<file path="config.mk">
export PLATFORM = sky130hd
export DESIGN_NAME = nvm_prog_ctrl
export DESIGN_NICKNAME = d
export VERILOG_FILES = /design/src/nvm_prog_ctrl.v
export VERILOG_INCLUDE_DIRS = /design/src
export SDC_FILE = /design/constraint.sdc
export NUM_CORES = 1
export LEC_CHECK = 0
export BUFFER_PORTS_ARGS = -buffer_cell sky130_fd_sc_hd__buf_2
export CAP_MARGIN = 25
export CORE_MARGIN = 5
export CORE_UTILIZATION = 46
export CTS_BUF_LIST = sky130_fd_sc_hd__clkbuf_8 sky130_fd_sc_hd__clkbuf_16
export CTS_CLUSTER_SIZE = 10
export DETAILED_ROUTE_END_ITERATION = 7
export MAX_ROUTING_LAYER = met4
export PLACE_DENSITY_LB_ADDON = 0.15
export REMOVE_ABC_BUFFERS = 1
export SLEW_MARGIN = 0
export SYNTH_ARGS = -nofsm -noshare
export SYNTH_HDL_FRONTEND = slang
export SYNTH_SLANG_ARGS = --single-unit
</file>
<file path="constraint.sdc">
create_clock -name clk -period 10.7 [get_ports clk]
set_input_delay 0.535 -clock clk [delete_from_list [all_inputs] [get_ports clk]]
set_output_delay 0.535 -clock clk [all_outputs]
set_load 0.05 [all_outputs]
</file>
<file path="src/nvm_prog_defs.vh">
`ifndef NVM_PROG_DEFS_VH
`define NVM_PROG_DEFS_VH
`define PAGE_TEST        3'h0
`define PAGE_RAM         3'h1
`define PAGE_FUNC        3'h2
`define PAGE_CACHE       3'h5
`define REG_BANK_CTRL    8'h0D
`define REG_TAKEOVER     8'h0E
`define TAKEOVER_CODE    8'h03
`define PROG_BIT         3
`define BANK_MAX         3'h5
`define BANK5            3'h5
`define CRC_BYTE_IDX     4'h8
`define CRC_INIT         8'hFF
`define BANK5_LAST_CRC   4'h7
`define BANK5_COMMIT     4'h8
`define CACHE_LOAD_NS    8000
`define PROGRAM_NS       15000000
`define CLK_NS           20
`define STAT_CRC_ERR     6
`define STAT_GOOD        5
`define STAT_PROG_BUSY   1
`define STAT_LOAD_BUSY   0
`endif

</file>
<file path="src/nvm_prog_ctrl.v">
`timescale 1ns/10ps
`default_nettype none
`include "nvm_prog_defs.vh"

module nvm_prog_ctrl #(
  parameter integer LOAD_CYC = `CACHE_LOAD_NS / `CLK_NS,
  parameter integer PROG_CYC = `PROGRAM_NS / `CLK_NS
) (
  input  wire         clk,
  input  wire         srst,
  // host access, 11-bit address: page in [10:8]
  input  wire         host_wr,
  input  wire         host_rd,
  input  wire [10:0]  host_addr,
  input  wire [7:0]   host_wdata,
  output reg  [7:0]   host_rdata,
  output reg          host_rvalid,
  // page selects toward the other memories
  output reg          ram_sel,
  output reg          func_sel,
  output reg          test_sel,
  output reg  [7:0]   fwd_addr,
  output reg  [7:0]   fwd_wdata,
  output reg          fwd_wr,
  output reg          fwd_rd,
  // processor hold and routing
  output reg          cpu_hold,
  output reg          if_route,
  // cell array
  output reg          cell_wr,
  output reg  [2:0]   cell_bank,
  output reg  [127:0] cell_wdata,
  output reg  [127:0] cell_wmask,
  input  wire [127:0] cell_rdata,
  // status
  output reg  [7:0]   nvm_status_register,
  output reg          cache_load_busy,
  output reg          program_busy,
  output reg          program_ok_flag
);

  localparam [2:0] ST_IDLE = 3'b001;
  localparam [2:0] ST_LOAD = 3'b010;
  localparam [2:0] ST_PROG = 3'b100;

  reg [2:0]   state_q;
  reg [19:0]  timer_q;
  reg [2:0]   bank_q;
  reg [7:0]   cache_q [0:15];
  reg [7:0]   bank_crc_q [1:4];
  reg         crc_err_q;
  reg         good_q;
  reg [7:0]   crc_v;
  reg [7:0]   calc;
  reg [127:0] flat;
  reg [3:0]   lim;
  integer     i;
  integer     b;

  wire [2:0]  page = host_addr[10:8];
  wire [7:0]  low  = host_addr[7:0];
  // test page only from the interface
  wire        test_hit = page == `PAGE_TEST;
  wire        wr_ctrl  = host_wr && test_hit && low == `REG_BANK_CTRL;
  // bank field, out of range ignored
  wire        bank_ok  = host_wdata[2:0] <= `BANK_MAX;

  // one byte step of the crc
  function [7:0] crc_step;
    input [7:0] c;
    input [7:0] d;
    begin
      crc_step[0] = d[7]^d[6]^d[0]^c[0]^c[6]^c[7];
      crc_step[1] = d[6]^d[1]^d[0]^c[0]^c[1]^c[6];
      // next crc depends on c^d only, so c terms mirror the d terms
      crc_step[2] = d[6]^d[2]^d[1]^d[0]^c[0]^c[1]^c[2]^c[6];
      crc_step[3] = d[7]^d[3]^d[2]^d[1]^c[1]^c[2]^c[3]^c[7];
      crc_step[4] = d[4]^d[3]^d[2]^c[2]^c[3]^c[4];
      crc_step[5] = d[5]^d[4]^d[3]^c[3]^c[4]^c[5];
      crc_step[6] = d[6]^d[5]^d[4]^c[4]^c[5]^c[6];
      crc_step[7] = d[7]^d[6]^d[5]^c[5]^c[6]^c[7];
    end
  endfunction

  // ----------------------------------------
  // crc of the cache contents
  // ----------------------------------------
  always @* begin
    // start from stored banks, then the bytes of the current bank (bytes 0 to 7 for bank 5)
    crc_v = `CRC_INIT;
    calc  = `CRC_INIT;
    lim   = (bank_q == `BANK5) ? `BANK5_LAST_CRC : 4'hF;
    // bank n of 2 to 5 continues the chain left by bank n-1; banks 0 and 1 start from CRC_INIT
    for (b = 1; b <= 4; b = b + 1) begin
      if (bank_q == b[2:0] + 3'h1)
        crc_v = bank_crc_q[b];
    end
    for (i = 0; i < 16; i = i + 1) begin
      if (i[3:0] <= lim)
        crc_v = crc_step(crc_v, cache_q[i]);
    end
    calc = crc_v;
    for (i = 0; i < 16; i = i + 1) begin
      flat[i*8 +: 8] = cache_q[i];
    end
  end

  // ----------------------------------------
  // control
  // ----------------------------------------
  always @(posedge clk) begin
    if (srst) begin
      state_q   <= ST_IDLE;
      timer_q   <= 20'h0_0000;
      bank_q    <= 3'h0;
      crc_err_q <= 1'b0;
      good_q    <= 1'b0;
      cpu_hold  <= 1'b0;
      if_route  <= 1'b0;
      cell_wr   <= 1'b0;
      cell_bank <= 3'h0;
      cell_wdata <= 128'h0;
      cell_wmask <= 128'h0;
      for (i = 0; i < 16; i = i + 1)
        cache_q[i] <= 8'h00;
      for (i = 1; i <= 4; i = i + 1)
        bank_crc_q[i] <= `CRC_INIT;
    end else begin
      cell_wr <= 1'b0;
      if (host_wr && test_hit && low == `REG_TAKEOVER) begin
        cpu_hold <= host_wdata == `TAKEOVER_CODE;
        if_route <= host_wdata == `TAKEOVER_CODE;
      end
      case (state_q)
        ST_IDLE: begin
          if (host_wr && page == `PAGE_CACHE)
            cache_q[low[3:0]] <= host_wdata;
          if (wr_ctrl && bank_ok) begin
            bank_q <= host_wdata[2:0];
            // cells must show the new bank before the load ends
            cell_bank <= host_wdata[2:0];
            if (host_wdata[`PROG_BIT]) begin
              state_q <= ST_PROG;
              timer_q <= PROG_CYC[19:0];
            end else begin
              state_q <= ST_LOAD;
              timer_q <= LOAD_CYC[19:0];
            end
          end
        end
        ST_LOAD: begin
          if (timer_q == 20'h0_0001) begin
            state_q <= ST_IDLE;
            for (i = 0; i < 16; i = i + 1)
              cache_q[i] <= cell_rdata[i*8 +: 8];
          end
          timer_q <= timer_q - 20'h0_0001;
        end
        ST_PROG: begin
          if (timer_q == 20'h0_0001) begin
            state_q    <= ST_IDLE;
            cell_wr    <= 1'b1;
            cell_bank  <= bank_q;
            cell_wdata <= flat;
            cell_wmask <= (bank_q == `BANK5) ?
                          {56'h0, {72{1'b1}}} : {128{1'b1}};
            if (bank_q == 3'h0) begin
              crc_err_q <= 1'b0;
              good_q    <= 1'b1;
            end else if (bank_q == `BANK5) begin
              crc_err_q <= cache_q[`CRC_BYTE_IDX] != calc;
              good_q    <= cache_q[`CRC_BYTE_IDX] == calc;
            end else begin
              bank_crc_q[bank_q] <= calc;
              crc_err_q <= 1'b0;
              good_q    <= 1'b1;
            end
          end
          timer_q <= timer_q - 20'h0_0001;
        end
        default: state_q <= ST_IDLE;
      endcase
    end
  end

  // ----------------------------------------
  // page decode and status
  // ----------------------------------------
  always @(posedge clk) begin
    if (srst) begin
      host_rdata  <= 8'h00;
      host_rvalid <= 1'b0;
      ram_sel     <= 1'b0;
      func_sel    <= 1'b0;
      test_sel    <= 1'b0;
      fwd_addr    <= 8'h00;
      fwd_wdata   <= 8'h00;
      fwd_wr      <= 1'b0;
      fwd_rd      <= 1'b0;
      nvm_status_register <= 8'h00;
      cache_load_busy <= 1'b0;
      program_busy    <= 1'b0;
      program_ok_flag <= 1'b0;
    end else begin
      // ram page, function page, test page
      ram_sel   <= page == `PAGE_RAM;
      func_sel  <= page == `PAGE_FUNC;
      test_sel  <= test_hit;
      fwd_addr  <= low;
      fwd_wdata <= host_wdata;
      fwd_wr    <= host_wr && page != `PAGE_CACHE;
      fwd_rd    <= host_rd && page != `PAGE_CACHE;
      host_rvalid <= host_rd && page == `PAGE_CACHE;
      host_rdata  <= cache_q[low[3:0]];
      cache_load_busy <= state_q == ST_LOAD ||
                         (state_q == ST_IDLE && wr_ctrl && bank_ok &&
                          !host_wdata[`PROG_BIT]);
      program_busy    <= state_q == ST_PROG ||
                         (state_q == ST_IDLE && wr_ctrl && bank_ok &&
                          host_wdata[`PROG_BIT]);
      program_ok_flag <= good_q;
      nvm_status_register <= 8'h00;
      nvm_status_register[`STAT_CRC_ERR]   <= crc_err_q;
      nvm_status_register[`STAT_GOOD]      <= good_q;
      nvm_status_register[`STAT_PROG_BUSY] <= state_q == ST_PROG;
      nvm_status_register[`STAT_LOAD_BUSY] <= state_q == ST_LOAD;
    end
  end

endmodule // nvm_prog_ctrl
`default_nettype wire

</file>
# Yosys cells after proc, flatten, opt, wreduce, memory -nomap -nowiden
# Memories as Yosys holds them, arrays and structs flattened. A register that Yosys moved wholly into a read port is not among the register bits.
# Cells that the tools add are included.
# word_totals
ff_bits	322
out_inout_bits	303
mem_bits_rw	160
word_cells	870
memories	2
# op_classes
bitwise_logic	705
addsub	1
n_lt_le_gt_ge	17
n_eq_ne	20
n_mux	74
reduce_logical	28
# memory_table
memory	words	width	read_ports	rd_ports_with_merged_regs	write_ports	line_no	source
cache_q	16	8	17	1	16	nvm_prog_ctrl.v:49	reg [7:0] cache_q [0:15];
bank_crc_q	4	8	4	0	4	nvm_prog_ctrl.v:50	reg [7:0] bank_crc_q [1:4];
# ops
cell	n
1-bit XOR	688
8-bit two-way mux	38
128-bit two-way mux	1
20-bit two-way mux	2
20-bit one-hot mux with 2 select lines	1
4-bit less-or-equal comparator, first input constant	8
1-bit two-way mux	22
20-bit by 1-bit == test with 1-bit output, second input constant	1
20-bit by 1-bit subtractor with 20-bit output, second input constant	1
3-bit two-way mux	6
8-bit by 4-bit == test with 1-bit output, second input constant	2
3-bit by 4-bit less-or-equal comparator with 1-bit output, first input constant	4
1-bit OR	16
8-bit OR reduction	2
3-bit by 2-bit == test with 1-bit output, second input constant	4
3-bit == test, second input constant	4
1-bit logical AND	12
3-bit one-hot mux with 2 select lines	2
8-bit by 2-bit == test with 1-bit output, second input constant	1
8-bit == test	1
1-bit by 4-bit less-or-equal comparator with 1-bit output, first input constant	2
2-bit by 4-bit less-or-equal comparator with 1-bit output, first input constant	2
4-bit two-way mux	2
8-bit != test	1
other kinds (13)	22

# Longest topological paths before layout
# depth
depth_word	88
depth_mapped	34

# Worst setup path after synthesis
# OpenSTA, ideal clock, no wires.
# synth_path
path_type	reg-to-reg
from	register bank_q[1]
to	register crc_err_q
slack_ps	935
setup_time_ps	119
required_ps	10581
stages_incl_launch_ff	34
path_buffers	2
t_arrival_ps	9646
synth_period_minus_slack_ps	9765
path_cell_list	dfxtp_1 -> buf_2 -> nor2b_1 -> buf_2 -> a22oi_1 -> xnor3_1 -> xor2_2 -> xnor3_1 -> xnor2_1 -> xnor3_1 -> xor3_1 -> xnor2_2 -> xnor3_1 -> xnor3_2 -> xnor3_1 -> xnor3_2 -> xnor3_1 -> xor3_1 -> nand2_2 -> xor2_4 -> xnor2_2 -> xnor3_2 -> a21oi_2 -> xnor3_2 -> xnor2_2 -> xor3_1 -> nand2_2 -> xor2_1 -> xnor3_1 -> xor2_1 -> or3_1 -> a2111oi_2 -> nand4_1 -> o221a_2
# synth_via
elab_chain_len	73
elab_cells_between_ends	461
classes_between	order compare: 16; eq/ne: 5; mux: 23; bitwise: 416; reduce/logical: 1
# synth_lines
item	line_no	source
start, declared	nvm_prog_ctrl.v:48	reg [2:0] bank_q;
start signal, assigned	nvm_prog_ctrl.v:139	bank_q <= host_wdata[2:0];
3-bit by 2-bit == test with 1-bit output	nvm_prog_ctrl.v:95	if (bank_q == b[2:0] + 3'h1)
8-bit two-way mux (4 in a row)	nvm_prog_ctrl.v:95	
1-bit XOR, on equally long branches (3 in a row)	nvm_prog_ctrl.v:73, nvm_prog_ctrl.v:76	
8-bit two-way mux / 1-bit XOR (equally long branches)	nvm_prog_ctrl.v:99, nvm_prog_ctrl.v:76	
1-bit XOR, or another cell as far along	nvm_prog_ctrl.v:73	crc_step[0] = d[7]^d[6]^d[0]^c[0]^c[6]^c[7];
1-bit XOR, on equally long branches (2 in a row)	nvm_prog_ctrl.v:73, nvm_prog_ctrl.v:76, nvm_prog_ctrl.v:78	
8-bit two-way mux, or another cell as far along	nvm_prog_ctrl.v:99	if (i[3:0] <= lim)
1-bit XOR, or another cell as far along	nvm_prog_ctrl.v:73	
[... 46 more ...]	-	
8-bit two-way mux, or another cell as far along	nvm_prog_ctrl.v:99	
1-bit XOR, or another cell as far along (3 in a row)	nvm_prog_ctrl.v:73	
8-bit two-way mux, or another cell as far along	nvm_prog_ctrl.v:99	
1-bit XOR, or another cell as far along (4 in a row)	nvm_prog_ctrl.v:76	crc_step[2] = d[6]^d[2]^d[1]^d[0]^c[0]^c[1]^c[2]^c[6];
8-bit two-way mux	nvm_prog_ctrl.v:99	
8-bit != test	nvm_prog_ctrl.v:171	crc_err_q <= cache_q[`CRC_BYTE_IDX] != calc;
1-bit two-way mux	nvm_prog_ctrl.v:170	end else if (bank_q == `BANK5) begin
1-bit two-way mux *	nvm_prog_ctrl.v:167	if (bank_q == 3'h0) begin
end signal, assigned	nvm_prog_ctrl.v:171	
end, declared	nvm_prog_ctrl.v:51	reg crc_err_q;
# Mark *: on every way between the ends. The rest lies on a longest branch, timed or not.
# A chain may end at the register's enable or synchronous reset.

# Final worst setup path
# layout_path
from	register bank_q[0]
to	register crc_err_q
# The elaborated chain is that of the path after synthesis.

==> results.json <==
{
  "grt_max_degree": 100,
  "wl_per_cell_um": 24.56,
  "required_ns": 11.19,
  "fill_cells": 4586,
  "setup_viol": 0,
  "port_buffers": 449,
  "dp_slack_ns": -0.1760,
  "maxCapViolCount": 0,
  "drt_iter0_drc": 1630,
  "relSlewSlack_pct": 28.04,
  "ios": 454,
  "core_sq_um": 50270,
  "first_pass_iters": 5,
  "antenna_found_initial": 5,
  "crit_slowest_cell": "xnor3_2",
  "max_freq_mhz": 97.02,
  "whs_ns": 0.1682,
  "grt_overflow": 0,
  "cp_max_fo": 15,
  "synthArstFlopShare_pct": 0,
  "track_usage_pct": 28.49,
  "wirelength_mm": 80.11,
  "critPathLaunchType": "flip-flop",
  "clk_pin_slew_worst_paths_ns": 0.06,
  "cts_sinks": 359,
  "max_stage_delay_ns": 0.55,
  "setup_tns_ns": 0,
  "drive_gt1_share_pct": 27.66,
  "hpwl_mm": 61.78,
  "final_common_cell": "buf_2",
  "cts_root_buf": "clkbuf_16",
  "fp.dieArea_sq_um": 55570,
  "cts_made_buffers": 44,
  "crit_buf_inv": 1,
  "synthFlopType": "dfxtp_1",
  "area_delta_synth_final_pct": 16.16,
  "syn_inst": 2234,
  "die_h_um": 235.7,
  "ant_nets": 0,
  "synth.cell_area_sq_um": 23440,
  "path_common_cell": "xnor3_1",
  "arrival_ns": 10.80,
  "finClkSkew_ns": 0.04868,
  "run_status": "finished, final reports clean",
  "cpLargestDelayFamily": "XOR/XNOR gates",
  "grt_pass1_vias": 17710,
  "via_per_inst": 5.463,
  "cts.path.max_buffers": 3,
  "gp_congestion": 0.9612,
  "layout_setup_ws_ns": 0.3929,
  "synth-edff-count": 160,
  "period_minus_slack_ns": 10.31,
  "ys_seq_elements": 359,
  "critical_path.endpoint_type": "flip-flop",
  "yosysUniqueCellTypes": 72,
  "die_x_um": 235.7,
  "synth_warnings": 0,
  "post-route-period-util_pct": 96.33,
  "grt_pass1_wl_mm": 116.9,
  "seq_area_frac_synth_pct": 37.49,
  "cts-htree-levels": 2,
  "final_cell_mix": "451 x buf_2, 394 x nand2_1, 275 x xnor2_1",
  "fin_nets": 2706,
  "initial_core_util_pct": 46.63,
  "drv_slew": 0,
  "min_path_type": "in2reg",
  "drc": 0,
  "worstSetupPathType": "reg2reg",
  "tightest_slew_ns": 1.072,
  "row_count": 82,
  "avgSynthCellArea_sq_um": 10.49,
  "cts_tree": "done",
  "report.final.hold_viol_count": 0,
  "worstSkewPairLatency_ns": 0.60,
  "vias": 17820
}
## layer usage
layer / routed length (um) / part of all wire (%) / track usage [%] / vias to the layer above
met1: 35060 / 44 / 39.10 / 8819
li1: - / - / - / 8138
met3: 5336 / 6.7 / 4.124 / 110
met4: 1979 / 2.5 / 6.773 / 0
met2: 37740 / 47 / 45.20 / 754
met5: 0 / 0 / - / -
## state kept, by name (all words and copies together), names as in the netlist, 2 cells and up
| name | cells |
|---|---|
| fwd_addr | 8 |
| fwd_wdata | 8 |
| state_q | 3 |
| cache_q | 128 |
| nvm_status_register | 4 |
| cell_wmask | 2 |
| bank_crc_q | 32 |
| host_rdata | 8 |
| timer_q | 20 |
| bank_q | 3 |
| cell_wdata | 128 |
| cell_bank | 3 |
## through the flow
| step | instance area [sq um] | instances | utilization, % |
|---|---|---|---|
| finish | 27230 | 3262 | 54.16 |
| global route | 27230 | 3261 | 54.16 |
| CTS | 26970 | 3249 | 53.65 |
| detailed placement | 25620 | 3171 | 50.97 |
| global placement | 25590 | 3166 | 50.91 |
| floorplan | 21950 | 1975 | - |
## worst register-to-register path, delay by kind of cell (launching register included)
kind | cells | cell delay (ns)
xor gates and xnor gates | 22 | 7.59
and+or+nand+nor | 4 | 0.83
AOI/OAI and AO/OA | 3 | 0.78
DFF | 1 | 0.46
muxes | 1 | 0.38
buffers and inverters | 1 | 0.16
## cells in the mapped netlist, types with 14 or more instances
cell | instances | area [sq um]
nor2_1 | 68 | 255.2
nor3_1 | 14 | 70.07
nand3_1 | 16 | 80.08
edfxtp_1 | 160 | 4805
a21oi_1 | 158 | 790.8
clkbuf_1 | 111 | 416.7
xor2_1 | 109 | 954.7
a22o_1 | 82 | 718.2
o21ai_0 | 72 | 360.4
dfxtp_1 | 199 | 3984
xor3_1 | 21 | 499.2
mux4_2 | 40 | 900.9
nor2b_1 | 32 | 200.2
xnor3_1 | 107 | 2410
buf_4 | 134 | 1006
xnor2_1 | 286 | 2505
nand2_1 | 394 | 1479
nand2b_1 | 61 | 381.6
## final cells by class
| type | count | area, sq um | area share, % |
|---|---|---|---|
| Multi-Input combinational cell | 1611 | 13350 | 49.04 |
| Sequential cell | 359 | 8796 | 32.30 |
| Timing Repair Buffer | 532 | 2864 | 10.52 |
| Clock buffer | 46 | 1129 | 4.145 |
| Tap cell | 672 | 840.8 | 3.088 |
| Clock inverter | 32 | 214.0 | 0.7858 |
| Inverter | 5 | 18.77 | 0.06893 |
| Antenna cell | 5 | 12.51 | 0.04595 |
## kinds of logic after synthesis
kind of cell | share of synthesized area [%]
AO/OA/AOI/OAI | 9.144
XOR/XNOR | 29.69
buffers and inverters | 6.480
AND/OR/NAND/NOR | 12.53
multiplexers | 4.542
flip-flops | 37.49
adder cells (fa/ha/maj) | 0.1067
other | 0.01600
## worst paths after layout
path                       start        endpoint  slack (ns)  cells after the start
hold reg to reg   cell_wdata[95]  cell_wdata[95]        0.45                      2
setup reg to reg       bank_q[0]       crc_err_q        0.39                     31
hold / removal      host_addr[7]     fwd_addr[7]        0.17                      2
setup / recovery       bank_q[0]       crc_err_q        0.39                     31
## timing repair
item,CTS,global route
cloned,0,0
setup buffers,0,5
gates resized for setup,3,34
pin swaps,0,5
hold buffers,0,0
endpoints found under the setup margin,2,15
Power is left out: the tool's default activity adds up to more than one toggle a clock period on the data nets, which glitch-free logic cannot reach.
